File: src/common/tfs_pkg.sv
// Purpose: Shared types and constants of the top-four sorter.
// Assumes: One clock, mclk, at 200 MHz; sys_rst synchronous, active high.
// Notes:   An operand is a 4-bit position tag above a 6-bit value.
package tfs_pkg;

    localparam int VAL_W      = 6;
    localparam int TAG_W      = 4;
    localparam int PIN_TAG_W  = 3;
    localparam int LANES      = 4;
    localparam int OPERANDS   = 8;
    localparam int STAGES     = 4;
    localparam int EXT_BIT    = 3;

    // Each stage must settle within one sort period; a longest time rounds down.
    localparam int SORT_PERIOD_PS = 6250;
    localparam int MCLK_PERIOD_PS = 5000;
    localparam int STAGE_CYCLES   = (SORT_PERIOD_PS / MCLK_PERIOD_PS) < 1 ? 1 : (SORT_PERIOD_PS / MCLK_PERIOD_PS);
    localparam int SORT_LATENCY   = STAGES * STAGE_CYCLES;

    // Boundary-scan constants.
    localparam int          SCAN_IR_W     = 4;
    localparam int          SCAN_ID_W     = 32;
    localparam logic [3:0]  SCAN_IR_IDCODE = 4'h1;
    localparam logic [3:0]  SCAN_IR_BYPASS = 4'hf;
    localparam logic [3:0]  SCAN_IR_RESET  = 4'h1;
    localparam logic [3:0]  SCAN_IR_CAPTURE = 4'h1;
    // Identification value is arbitrary.
    localparam logic [31:0] SCAN_IDCODE    = 32'h0000_0a01;

    typedef enum logic [1:0] {
        MODE_ENERGY   = 2'h0,
        MODE_ELECTRON = 2'h1,
        MODE_RECEIVER = 2'h2,
        MODE_SPARE    = 2'h3
    } tfs_mode_type;

    typedef struct packed {
        logic [TAG_W-1:0] tag;
        logic [VAL_W-1:0] val;
    } tfs_opr_type;

    typedef struct packed {
        logic [PIN_TAG_W-1:0] tag;
        logic [VAL_W-1:0]     val;
    } tfs_pin_opr_type;

    typedef tfs_opr_type     [LANES-1:0]    tfs_quad_type;
    typedef tfs_pin_opr_type [LANES-1:0]    tfs_pin_quad_type;
    typedef tfs_opr_type     [OPERANDS-1:0] tfs_oct_type;

    typedef struct packed {
        tfs_quad_type data;
        logic         sorted;
        logic         second;
    } tfs_word_type;

endpackage : tfs_pkg

File: src/hw/tfs_scan_tap.sv
// Purpose: Boundary-scan controller with instruction decoder.
// Assumes: Scan pins are asynchronous to mclk and much slower than it.
// Notes:   Only identification is decoded; every other instruction acts as bypass.
`timescale 1ns/1ps
`default_nettype none
module tfs_scan_tap
    import tfs_pkg::*;
(
    input  wire logic mclk,
    input  wire logic sys_rst,
    input  wire logic scanClk,
    input  wire logic scanMode,
    input  wire logic scanIn,
    output logic      scanOut,
    output logic      scanOutEn
);

    typedef enum logic [3:0] {
        TAP_RESET   = 4'h0, TAP_IDLE    = 4'h1, TAP_DR_SEL  = 4'h2, TAP_DR_CAP = 4'h3,
        TAP_DR_SH   = 4'h4, TAP_DR_EX1  = 4'h5, TAP_DR_PAU  = 4'h6, TAP_DR_EX2 = 4'h7,
        TAP_DR_UPD  = 4'h8, TAP_IR_SEL  = 4'h9, TAP_IR_CAP  = 4'ha, TAP_IR_SH  = 4'hb,
        TAP_IR_EX1  = 4'hc, TAP_IR_PAU  = 4'hd, TAP_IR_EX2  = 4'he, TAP_IR_UPD = 4'hf
    } tfs_tap_state_type;

    typedef struct packed {
        logic [2:0]            clkSync;
        logic [1:0]            modeSync;
        logic [1:0]            inSync;
        tfs_tap_state_type     st;
        logic [SCAN_IR_W-1:0]  ir;
        logic [SCAN_IR_W-1:0]  irShift;
        logic [SCAN_ID_W-1:0]  drShift;
        logic                  tdo;
        logic                  tdoEn;
    } tfs_tap_reg_type;

    tfs_tap_reg_type s, n;
    logic            rise;
    logic            fall;
    logic            tms;
    logic            isId;

    always_comb
    begin
        n    = s;
        // First sync stage feeds only the second; edges use stages two and three.
        n.clkSync  = {s.clkSync[1:0], scanClk};
        n.modeSync = {s.modeSync[0], scanMode};
        n.inSync   = {s.inSync[0], scanIn};
        rise = s.clkSync[1] & ~s.clkSync[2];
        fall = ~s.clkSync[1] & s.clkSync[2];
        tms  = s.modeSync[1];
        isId = (s.ir == SCAN_IR_IDCODE);
        if (rise)
        begin
            unique case (s.st)
                TAP_RESET:  n.st = tms ? TAP_RESET  : TAP_IDLE;
                TAP_IDLE:   n.st = tms ? TAP_DR_SEL : TAP_IDLE;
                TAP_DR_SEL: n.st = tms ? TAP_IR_SEL : TAP_DR_CAP;
                TAP_DR_CAP: n.st = tms ? TAP_DR_EX1 : TAP_DR_SH;
                TAP_DR_SH:  n.st = tms ? TAP_DR_EX1 : TAP_DR_SH;
                TAP_DR_EX1: n.st = tms ? TAP_DR_UPD : TAP_DR_PAU;
                TAP_DR_PAU: n.st = tms ? TAP_DR_EX2 : TAP_DR_PAU;
                TAP_DR_EX2: n.st = tms ? TAP_DR_UPD : TAP_DR_SH;
                TAP_DR_UPD: n.st = tms ? TAP_DR_SEL : TAP_IDLE;
                TAP_IR_SEL: n.st = tms ? TAP_RESET  : TAP_IR_CAP;
                TAP_IR_CAP: n.st = tms ? TAP_IR_EX1 : TAP_IR_SH;
                TAP_IR_SH:  n.st = tms ? TAP_IR_EX1 : TAP_IR_SH;
                TAP_IR_EX1: n.st = tms ? TAP_IR_UPD : TAP_IR_PAU;
                TAP_IR_PAU: n.st = tms ? TAP_IR_EX2 : TAP_IR_PAU;
                TAP_IR_EX2: n.st = tms ? TAP_IR_UPD : TAP_IR_SH;
                TAP_IR_UPD: n.st = tms ? TAP_DR_SEL : TAP_IDLE;
            endcase
            unique case (s.st)
                TAP_RESET:  n.ir = SCAN_IR_RESET;
                TAP_DR_CAP: n.drShift = isId ? SCAN_IDCODE : '0;
                TAP_DR_SH:  n.drShift = isId ? {s.inSync[1], s.drShift[SCAN_ID_W-1:1]}
                                             : {{(SCAN_ID_W-1){1'b0}}, s.inSync[1]};
                TAP_IR_CAP: n.irShift = SCAN_IR_CAPTURE;
                TAP_IR_SH:  n.irShift = {s.inSync[1], s.irShift[SCAN_IR_W-1:1]};
                TAP_IR_UPD: n.ir = s.irShift;
                default:    n.ir = s.ir;
            endcase
        end
        // Output changes on the falling scan edge so the far side samples it stably.
        if (fall)
        begin
            n.tdoEn = (s.st == TAP_DR_SH) || (s.st == TAP_IR_SH);
            n.tdo   = (s.st == TAP_IR_SH) ? s.irShift[0] : s.drShift[0];
        end
    end

    always_ff @(posedge mclk)
    begin
        if (sys_rst)
        begin
            s    <= '0;
            s.ir <= SCAN_IR_RESET;
        end
        else
        begin
            s <= n;
        end
    end

    assign scanOut   = s.tdo;
    assign scanOutEn = s.tdoEn;

endmodule : tfs_scan_tap
`default_nettype wire

File: src/hw/tfs_top_four_sorter.sv
// Purpose: Selects the four largest of eight tagged operands through a four-stage swap chain.
// Assumes: Operand inputs come from logic on mclk; scan pins are asynchronous.
// Notes:   Mode inputs are static while data flows.
//
// How it works
// - Four compare-swap stages, each with fixed rotation.
// - Operand is ten bits: tag above value.
// - Compare value bits only; tag travels along.
// - Larger goes left, smaller goes right.
// - Four parallel compares, registered each cycle.
// - Three more stages; keep the left four.
// - The four maxima are left unranked.
// - Output mux picks sorted or raw input.
// - Energy mode: raw words first, then sorted.
// - Four sorted results leave in one cycle.
// - Receiver mode never emits sorted data.
// - Electron mode: four inputs, two sorted outputs.
// - Second level finishes top four of sixteen.
// - Tag inputs may carry plain data instead.
// - Boundary-scan controller and instruction decoder included.
// - Extra tag bit on second cycle, when enabled.
`timescale 1ns/1ps
`default_nettype none
module tfs_top_four_sorter
    import tfs_pkg::*;
(
    input  wire logic             mclk,
    input  wire logic             sys_rst,
    input  wire tfs_mode_type     modeSel,
    input  wire logic             tagExtendEn,
    input  wire logic             tagAsData,
    input  wire tfs_pin_quad_type inQuad,
    input  wire logic             inValid,
    input  wire logic             inFirst,
    output logic                  inReady,
    output tfs_word_type          outWord,
    output logic                  outValid,
    input  wire logic             outReady,
    input  wire logic             scanClk,
    input  wire logic             scanMode,
    input  wire logic             scanIn,
    output logic                  scanOut,
    output logic                  scanOutEn
);

    ////////////////////////////////////////////////////////////////////////////////
    // State and helpers.

    typedef struct packed {
        tfs_quad_type              lowQuad;
        logic                      phase;
        logic                      pairSel;
        tfs_oct_type [STAGES:0]    pipe;
        logic        [STAGES:0]    pv;
        logic        [STAGES:0]    ps;
        tfs_word_type              head;
        tfs_word_type              spare;
        logic                      headV;
        logic                      spareV;
        logic                      ready;
    } tfs_core_type;

    tfs_core_type  s, n;
    logic          go;
    logic          take;
    logic          pop;
    logic          curPhase;
    logic          curPair;
    logic          rawMode;
    tfs_quad_type  extQuad;
    logic          emitV;
    tfs_word_type  emitW;

    // Pairs left lane i with right lane (i + rot) mod 4; the right index wraps on two bits.
    function automatic tfs_oct_type tfsCompareStage(input tfs_oct_type a, input logic [1:0] rot);
        tfs_oct_type r;
        logic [1:0]  j;
        r = a;
        for (int i = 0; i < LANES; i++)
        begin
            j = 2'(i) + rot;
            // Value-only compare; larger left; ties stay.
            if (a[LANES + int'(j)].val > a[i].val)
            begin
                r[i]                = a[LANES + int'(j)];
                r[LANES + int'(j)]  = a[i];
            end
        end
        return r;
    endfunction : tfsCompareStage

    function automatic logic tfsPairOk(input tfs_oct_type a, input logic [1:0] rot);
        logic       ok;
        logic [1:0] j;
        ok = 1'b1;
        for (int i = 0; i < LANES; i++)
        begin
            j = 2'(i) + rot;
            ok = ok & (a[i].val >= a[LANES + int'(j)].val);
        end
        return ok;
    endfunction : tfsPairOk

    ////////////////////////////////////////////////////////////////////////////////
    // Next state.

    always_comb
    begin
        n        = s;
        go       = !(s.headV && s.spareV);
        take     = inValid && s.ready;
        pop      = s.headV && outReady;
        curPhase = inFirst ? 1'b0 : s.phase;
        curPair  = inFirst ? 1'b0 : s.pairSel;
        rawMode  = (modeSel != MODE_ELECTRON);
        emitV    = 1'b0;
        emitW    = '0;

        // Widen each pin operand to the ten-bit form.
        for (int i = 0; i < LANES; i++)
        begin
            extQuad[i].val = inQuad[i].val;
            extQuad[i].tag[PIN_TAG_W-1:0] = inQuad[i].tag;
            // Extra tag bit; tags used as data leave it clear.
            extQuad[i].tag[EXT_BIT] = tagExtendEn && !tagAsData && curPhase;
        end

        if (go)
        begin
            // Chain of four stages; one cycle each; all move together.
            for (int k = 1; k <= STAGES; k++)
            begin
                n.pipe[k] = tfsCompareStage(s.pipe[k-1], 2'(k - 1));
                n.pv[k]   = s.pv[k-1];
                n.ps[k]   = s.ps[k-1];
            end
            n.pv[0] = 1'b0;
            // Output mux: sorted left group or raw input.
            if (s.pv[STAGES])
            begin
                emitV       = 1'b1;
                // Only the left four survive; no ranking among them.
                emitW.data  = s.pipe[STAGES][LANES-1:0];
                emitW.sorted = 1'b1;
                emitW.second = s.ps[STAGES];
            end
            // Energy input shows on the outputs as it arrives; receiver too.
            else if (take && rawMode)
            begin
                emitV        = 1'b1;
                emitW.data   = extQuad;
                emitW.second = curPhase;
            end
        end

        // Two input cycles of four operands fill one eight-operand set.
        if (take)
        begin
            if (!curPhase)
            begin
                n.lowQuad = extQuad;
                n.phase   = 1'b1;
                n.pairSel = curPair;
            end
            else
            begin
                n.pipe[0] = {extQuad, s.lowQuad};
                // Permanent bypass never starts a sort.
                n.pv[0]   = (modeSel == MODE_ENERGY) || (modeSel == MODE_ELECTRON);
                // Second pair of a crossing marks the second output set.
                n.ps[0]   = curPair;
                n.phase   = 1'b0;
                n.pairSel = ~curPair;
            end
        end

        // Two-entry output buffer: the spare slot keeps a word while the receiver stalls.
        if (pop)
        begin
            n.head   = s.spare;
            n.headV  = s.spareV;
            n.spareV = 1'b0;
        end
        if (emitV)
        begin
            if (!n.headV)
            begin
                n.head  = emitW;
                n.headV = 1'b1;
            end
            else
            begin
                n.spare  = emitW;
                n.spareV = 1'b1;
            end
        end

        // Refuse input when the buffer will be full, or when a sorted word would collide
        // with a raw one in energy mode; the raw word would otherwise be lost.
        n.ready = !(n.headV && n.spareV) && !((modeSel == MODE_ENERGY) && n.pv[STAGES]);
    end

    always_ff @(posedge mclk)
    begin
        if (sys_rst)
        begin
            s <= '0;
        end
        else
        begin
            s <= n;
        end
    end

    assign inReady  = s.ready;
    // All four results leave in a single word.
    assign outWord  = s.head;
    assign outValid = s.headV;

    ////////////////////////////////////////////////////////////////////////////////
    // Boundary scan.

    // Scan controller and decoder shared with the sibling chips.
    tfs_scan_tap u_scan (
        .mclk      (mclk),
        .sys_rst   (sys_rst),
        .scanClk   (scanClk),
        .scanMode  (scanMode),
        .scanIn    (scanIn),
        .scanOut   (scanOut),
        .scanOutEn (scanOutEn)
    );

    ////////////////////////////////////////////////////////////////////////////////
    // Checks.

    logic [7:0]  tagSumIn;
    logic [7:0]  tagSumOut;
    logic [5:0]  minLeft;
    logic [5:0]  maxRight;
    tfs_opr_type leftIn;
    logic        tieIn;
    logic        modeRecv;
    logic        modeElec;

    always_comb
    begin
        tagSumIn  = '0;
        tagSumOut = '0;
        minLeft   = '1;
        maxRight  = '0;
        for (int i = 0; i < OPERANDS; i++)
        begin
            tagSumIn  = tagSumIn + 8'(s.pipe[0][i].tag);
            tagSumOut = tagSumOut + 8'(s.pipe[1][i].tag);
        end
        for (int i = 0; i < LANES; i++)
        begin
            if (s.pipe[STAGES][i].val < minLeft)
            begin
                minLeft = s.pipe[STAGES][i].val;
            end
            if (s.pipe[STAGES][LANES+i].val > maxRight)
            begin
                maxRight = s.pipe[STAGES][LANES+i].val;
            end
        end
    end

    assign leftIn   = s.pipe[0][0];
    assign tieIn    = (s.pipe[0][0].val == s.pipe[0][LANES].val);
    assign modeRecv = (modeSel == MODE_RECEIVER);
    assign modeElec = (modeSel == MODE_ELECTRON);
endmodule : tfs_top_four_sorter
`default_nettype wire

File: config.mk
export PLATFORM = sky130hd
export DESIGN_NAME = tfs_top_four_sorter
export DESIGN_NICKNAME = d
export VERILOG_FILES = /design/src/common/tfs_pkg.sv /design/src/hw/tfs_scan_tap.sv /design/src/hw/tfs_top_four_sorter.sv
export SDC_FILE = /design/constraint.sdc
export NUM_CORES = 1
export LEC_CHECK = 0
export BUFFER_PORTS_ARGS = -buffer_cell sky130_fd_sc_hd__buf_2
export CAP_MARGIN = 5
export CORE_MARGIN = 2
export CORE_UTILIZATION = 50
export CTS_CLUSTER_SIZE = 25
export DETAILED_ROUTE_END_ITERATION = 8
export HOLD_SLACK_MARGIN = 0.12
export PLACE_DENSITY = 0.68
export SETUP_SLACK_MARGIN = 0.1
export SYNTH_ARGS = -nofsm -noshare
export SYNTH_HDL_FRONTEND = slang
export SYNTH_HIERARCHICAL = 1
export SYNTH_SLANG_ARGS = --single-unit
File: constraint.sdc
create_clock -name mclk -period 5.6 [get_ports mclk]
set_clock_uncertainty 0.05 [all_clocks]
set_input_delay 0.28 -clock mclk [delete_from_list [all_inputs] [get_ports mclk]]
set_output_delay 0.28 -clock mclk [all_outputs]
set_load 0.02 [all_outputs]
**Word-level counts from Yosys, hierarchy flattened**

Index checks and enable logic that the tools add are counted.

- Output and inout port bits: 46
- Input port bits: 48
- Flip-flop bits (word level): 552
- Logic and storage cells: 253

- Reductions and logical operators: 28
- Order comparisons: 16
- Eq/ne operators: 18
- Mux-type cells: 67
- Bitwise logic cells: 6

Operators by type and width:

| cell | number |
|---|---|
| $mux W10 | 26 |
| $mux W42 | 4 |
| $gt A6 B6 Y1 | 16 |
| $mux W86 | 1 |
| $mux W40 | 2 |
| $pmux W32 S2 | 1 |
| $pmux W4 S12 | 1 |
| $eq A4 B4 Y1 const B | 8 |
| $mux W32 | 1 |
| $mux W20 | 1 |
| $eq A4 B3 Y1 const B | 4 |
| $mux W4 | 4 |
| $pmux W4 S2 | 2 |
| $mux W1 | 15 |
| $mux W12 | 1 |
| $reduce_and A2 Y1 | 6 |
| $mux W2 | 5 |
| $logic_and A1 B1 Y1 | 9 |
| $mux W9 | 1 |
| $eq A4 B1 Y1 const B | 2 |
| $eq A4 B2 Y1 const B | 2 |
| $mux W3 | 2 |
| $reduce_bool A2 Y1 | 3 |
| $logic_not A4 Y1 | 1 |
| other kinds (9) | 17 |

**Longest topological paths before layout**

- Depth in word-level cells: 11
- Gate-level depth with buffers: 8

**By module**

Netlist, hierarchy kept.

By module, submodules not included:

| module | times used | area each (µm²) | sequential area each (µm²) | cells an instance |
|---|---|---|---|---|
| tfs_top_four_sorter | 1 | 23060.9 | 9809.4 | 2663 |
| tfs_scan_tap | 1 | 2080.7 | 1061.0 | 227 |

**Worst setup path after synthesis**

No wires, ideal clock.

- Path kind: reg2reg
- From: reg s[112] (netlist bit)
- To: reg s[187] (netlist bit)
- Clock period less this slack: 2.087 ns
- Buffers on the path: 1
- Setup slack: 3.513 ns
- Stages on the path, launching flop included: 8
- Arrival: 1.900 ns
- Required time: 5.413 ns
- Cells stage by stage: dfxtp_1 inv_1 ha_1 and4_1 and3_1 a311oi_2 buf_2 a221oi_1

- Cells in the longest elaborated chain, start to end: 2

Ends and longest elaborated chain:

| item | RTL line | RTL |
|---|---|---|
| start, declared | tfs_top_four_sorter.sv:63 | `tfs_core_type s, n;` |
| start signal, assigned | tfs_top_four_sorter.sv:211 | `s <= n;` |
| $gt A6 B6 Y1 | tfs_top_four_sorter.sv:83 | `if (a[LANES + int'(j)].val > a[i].val)` |
| $mux W10 | tfs_top_four_sorter.sv:83 |  |

Every way passes these cells.
A chain may end at the register's enable or synchronous reset.

**Worst setup path after layout**

- From: reg s, in the netlist inReady
- To: reg s, in the netlist inReady

- Cells in the longest elaborated chain, start to end: 9

Ends and longest elaborated chain:

| item | RTL line | RTL |
|---|---|---|
| $logic_and A1 B1 Y1 | tfs_top_four_sorter.sv:111 | `take = inValid && s.ready;` |
| $logic_and A1 B1 Y1 | tfs_top_four_sorter.sv:148 | `else if (take && rawMode)` |
| $mux W1 | tfs_top_four_sorter.sv:148 |  |
| $mux W1 | tfs_top_four_sorter.sv:139 | `if (s.pv[STAGES])` |
| $mux W1 | tfs_top_four_sorter.sv:128 | `if (go)` |
| $mux W86 | tfs_top_four_sorter.sv:184 | `if (emitV)` |
| $logic_and A1 B1 Y1 | tfs_top_four_sorter.sv:200 | `n.ready = !(n.headV && n.spareV) && !((modeSel == MODE_ENERGY) && n.pv[STAGES]);` |
| $logic_not A1 Y1 | tfs_top_four_sorter.sv:200 |  |
| $logic_and A1 B1 Y1 | tfs_top_four_sorter.sv:200 |  |

Every way passes these cells.

==> flow_metrics.py <==
metrics = {
    "status": {
        "run_status": "completed",
    },
    "cells_and_area": {
        "fillCellCount": 4528,
        "layout.area.seq_um2": 10900,
        "layout-drive-gt1-share_pct": 16.5,
        "nNetsFinal": 2982,
        "finish.cell_count_without_fillers": 3556,
        "area_growth_syn_to_layout_pct": 10.7,
        "multi_input_area_um2": 12400,
        "num_antenna_cells": 0,
    },
    "floorplan": {
        "design.core.area_um2": 49900,
        "die_w_um": 228,
        "core.rowCount": 82,
        "floorplan.die.height_um": 228,
        "start_util_pct": 50.4,
        "top_level_pins": 94,
        "die-area_um2": 52100,
    },
    "hold_path": {
        "min-delay-start": "sys_rst",
        "timing.hold.worst_endpoint": "s[499]$_SDFFE_PP0P_",
        "hp-class": "in -> reg",
        "holdPathStages": 2,
    },
    "logic_synthesis": {
        "share_of_synthesized_cell_area_in_and_or_nand_and_nor_gates_pct": 15.3,
        "sequential_cell_area_fraction_in_the_yosys_report_pct": 43.2,
        "synth-compound-area-share_pct": 28.3,
        "xor_xnor_share_of_the_synthesized_area_pct": 0.0697,
        "postSynthAreaPerCell_um2": 8.70,
        "dominant_combinational_cell_family_by_area_after_synthesis": "compound AO/OA/AOI/OAI gates",
        "synth.cell_area_um2": 25100,
        "most_used_dff_post_synth": "sky130_fd_sc_hd__dfxtp_1",
        "post_synth_main_area_contributors": "sky130_fd_sc_hd__dfxtp_1 43%, sky130_fd_sc_hd__o221a_2 8.6%, sky130_fd_sc_hd__nor2_1 6.6%, sky130_fd_sc_hd__ha_1 4.8%, sky130_fd_sc_hd__a21oi_1 4.7%",
        "syn-num-nets": 3034,
        "ys_seq_elements": 543,
        "synth_async_sr_flop_share_pct": 0,
        "post_synth_edffs": 0,
        "synth_fa_ha_area_share_pct": 4.78,
        "synth_area_leader_cell": "sky130_fd_sc_hd__dfxtp_1",
        "post_synth_inst_count": 2890,
        "post_synth_mux_area_share_pct": 0.304,
        "yosysTopAreaCellShare_pct": 43.2,
        "synthDistinctLibCells": 65,
        "ys_warn_count": 6,
    },
    "detailed_routing": {
        "dr.pass1.iters": 5,
        "wire_per_inst_um": 22.1,
        "dr.first_iter.drc_count": 2452,
        "detail_route.drc_violations": 0,
        "vias_per_cell": 6.25,
        "ant_nets": 0,
        "postRouteWirelength_um": 78700,
        "dr_total_vias": 22200,
    },
    "power_and_ir_drop": {
        "ir_drop_uv": 235,
        "power_density_nw_per_um2": 428,
        "power_uw": 11900,
        "power.leakage_uw": 0.0109,
    },
    "sta": {
        "report.final.hold_viol_count": 0,
        "achievable-frequency_ghz": 0.306,
        "timing.max_slew.rel_slack_pct": 17.2,
        "minimum_clock_period_ps": 3270,
        "count_of_endpoints_failing_setup_in_the_final_report": 0,
        "rsz0062_at_grt": "false",
        "setup_tns_ps": 0,
        "layout_worst_path_cycle_share_pct": 58.3,
        "timing_max_transition_violations_final": 0,
        "tightest_slew_ps": 1240,
    },
    "clock_tree": {
        "clock_tree.root_cell": "sky130_fd_sc_hd__clkbuf_16",
        "ctsHtreeMaxLevel": 2,
        "cts_setup_buffers": 0,
        "cts.sink_count": 543,
        "maximum_root_to_sink_buffer_count": 3,
        "post_cts.resized_instances": 0,
        "cts_made_buffers": 56,
        "clk_pin_slew_worst_paths_ps": 60,
        "tritoncts": "done",
        "cts_hold_buffers": 46,
        "clock_insertion_delay_worst_skew_ps": 610,
    },
    "global_routing": {
        "grt_start_max_net_pins": 155,
        "global_route_total_overflow": 0,
        "grt_use_met2_pct": 46.0,
        "number_of_global_route_vias_before_repair": 20700,
        "gr-usage-all-layers_pct": 29.3,
        "grt_use_met3_pct": 3.93,
        "grt_pass1_wl_um": 122000,
        "grt_most_used_layer": "met2",
        "gr-usage-met1_pct": 41.1,
        "initial_antenna_violation_count": 1,
    },
    "critical_path": {
        "critical_path.max_stage_delay_ps": 760,
        "end_kind": "register",
        "cp_cell_sequence": "nand2_1 -> o21ai_4 -> buf_4 -> o211ai_1 -> o311a_1 -> dlygate4sd3_1",
        "crit_fanout": 49,
        "worstPathRequired_ps": 6040,
        "critical_path.reg2reg.startpoint": "inReady$_SDFF_PP0_",
        "reg2regPathDepth": 6,
        "critPathSlowestCell": "sky130_fd_sc_hd__o21ai_4",
        "critical_path_arrival_ps": 3710,
        "path_class": "reg -> reg",
        "r2r_end": "inReady$_SDFF_PP0_",
        "worstSetupStartpointType": "register",
        "r2r_slack_ps": 2330,
    },
    "placement": {
        "place.port_buffers": 93,
        "gpl.final_weighted_congestion": 0.912,
        "hpwl_um": 53800,
        "post-place-cells": 3406,
    },
    "job": {
        "max_capacitance_violation_total": 0,
    },
}
where the power goes:
part / switching, uW / leakage (uW) / internal, uW
Clock: 1600 / 0.000930 / 2230
Combinational: 1800 / 0.00551 / 1400
Sequential: 522 / 0.00442 / 4360
Total: 3920 / 0.0109 / 7990
per-layer routing:
| layer | share of wire (%) | vias up |
|---|---|---|
| met5 | 0.019 | - |
| met4 | 3.6 | 2 |
| met3 | 7.1 | 165 |
| met2 | 45 | 867 |
| met1 | 44 | 10900 |
| li1 | - | 10300 |
through the flow:
stage	hold slack (ps)	cell area, um^2	worst slack (ps)	util [%]
2_1_floorplan	358	25100	3510	-
3_3_place_gp	366	25500	2830	51.1
3_5_place_dp	379	25500	2820	51.1
4_1_cts	180	27800	2430	55.8
5_1_grt	198	27800	2220	55.8
6_report	157	27800	2330	55.8
cell type report:
cell class | instances | share of cell area [%]
inverter | 160 | 2.16
clock inverter | 25 | 0.890
clock buffer | 79 | 5.93
multi-input combinational | 1901 | 44.5
timing repair buffer | 176 | 4.45
sequential | 543 | 39.1
tap | 672 | 3.02
logic make-up (layout without fill, tap and decap cells):
logic type,count (synthesis),in the layout
AOI/OAI and AO/OA,908,908
xor gates and xnor gates,2,2
adders and majority gates,96,96
buffers and inverters,446,440
DFF,543,543
muxes,7,7
and+or+nand+nor,888,888
registers in the layout, indices dropped and copies added (netlist names):
name,cells
s,436
u_scan/s,47
outWord,42
outValid,1
inReady,1
u_scan/n,4
u_scan/scanOutEn,1
leftIn,10
u_scan/scanOut,1
cell usage after synthesis, types with 11 or more instances:
cell type	n
sky130_fd_sc_hd__a211oi_1	80
sky130_fd_sc_hd__a21o_1	29
sky130_fd_sc_hd__a21oi_1	235
sky130_fd_sc_hd__a221oi_1	118
sky130_fd_sc_hd__a22oi_1	34
sky130_fd_sc_hd__a31oi_1	39
sky130_fd_sc_hd__and3_1	77
sky130_fd_sc_hd__buf_1	17
sky130_fd_sc_hd__buf_2	74
sky130_fd_sc_hd__buf_4	47
sky130_fd_sc_hd__clkbuf_1	140
sky130_fd_sc_hd__dfxtp_1	543
sky130_fd_sc_hd__ha_1	96
sky130_fd_sc_hd__inv_1	159
sky130_fd_sc_hd__nand2_1	254
sky130_fd_sc_hd__nand2b_1	11
sky130_fd_sc_hd__nand3_1	15
sky130_fd_sc_hd__nor2_1	443
sky130_fd_sc_hd__nor2b_1	19
sky130_fd_sc_hd__nor3_1	15
sky130_fd_sc_hd__o21ai_0	47
sky130_fd_sc_hd__o21bai_1	57
sky130_fd_sc_hd__o221a_2	193
sky130_fd_sc_hd__o32a_1	12
critical path, delay by kind of cell (launching register included):
family          cells  cell delay, ps
compound gates      3            1080
buf+inv             2            1120
flops               1             480
simple gates        1             400
worst max-delay path by stage:
stage,from,cells past startpoint,end
after floorplan,s[112]$_SDFFE_PP0P_,7,s[187]$_SDFFE_PP0N_
after global placement,inReady$_SDFF_PP0_,5,s[16]$_SDFFE_PP0P_
after detailed placement,inReady$_SDFF_PP0_,5,outWord[28]$_SDFF_PP0_
after CTS,inReady$_SDFF_PP0_,6,inReady$_SDFF_PP0_
after global routing,inReady$_SDFF_PP0_,6,inReady$_SDFF_PP0_
final,inReady$_SDFF_PP0_,6,inReady$_SDFF_PP0_
cell usage in the layout, fill, tap and decap left out, types with 6 or more instances in the layout:
cell type	netlist	final
sky130_fd_sc_hd__o221a_1	7	7
sky130_fd_sc_hd__dfxtp_1	543	543
sky130_fd_sc_hd__nor3_1	15	15
sky130_fd_sc_hd__nand2b_1	11	11
sky130_fd_sc_hd__o32a_1	12	12
sky130_fd_sc_hd__o21ai_0	47	47
sky130_fd_sc_hd__nand4_1	10	10
sky130_fd_sc_hd__o221a_2	193	193
sky130_fd_sc_hd__ha_1	96	96
sky130_fd_sc_hd__nand3_1	15	15
sky130_fd_sc_hd__o311ai_2	4	12
sky130_fd_sc_hd__buf_2	74	92
sky130_fd_sc_hd__a22oi_1	34	34
sky130_fd_sc_hd__nor2b_1	19	19
sky130_fd_sc_hd__and4_1	8	8
sky130_fd_sc_hd__and2_1	6	6
sky130_fd_sc_hd__or2_2	8	8
sky130_fd_sc_hd__buf_4	47	35
sky130_fd_sc_hd__clkinvlp_4	0	6
sky130_fd_sc_hd__inv_1	159	159
sky130_fd_sc_hd__a21o_1	29	29
sky130_fd_sc_hd__a221oi_1	118	118
sky130_fd_sc_hd__clkinv_2	0	13
sky130_fd_sc_hd__a211oi_2	10	10
sky130_fd_sc_hd__nor2_1	443	442
sky130_fd_sc_hd__and3_1	77	77
sky130_fd_sc_hd__nand2_1	254	253
sky130_fd_sc_hd__clkbuf_1	140	8
sky130_fd_sc_hd__o211ai_1	10	10
sky130_fd_sc_hd__o21bai_1	57	57
sky130_fd_sc_hd__clkbuf_8	0	14
sky130_fd_sc_hd__a21oi_1	235	235
sky130_fd_sc_hd__clkbuf_16	0	57
sky130_fd_sc_hd__dlygate4sd3_1	0	46
sky130_fd_sc_hd__a211oi_1	80	80
sky130_fd_sc_hd__a31oi_1	39	39
(Power assumes the default switching activity.)
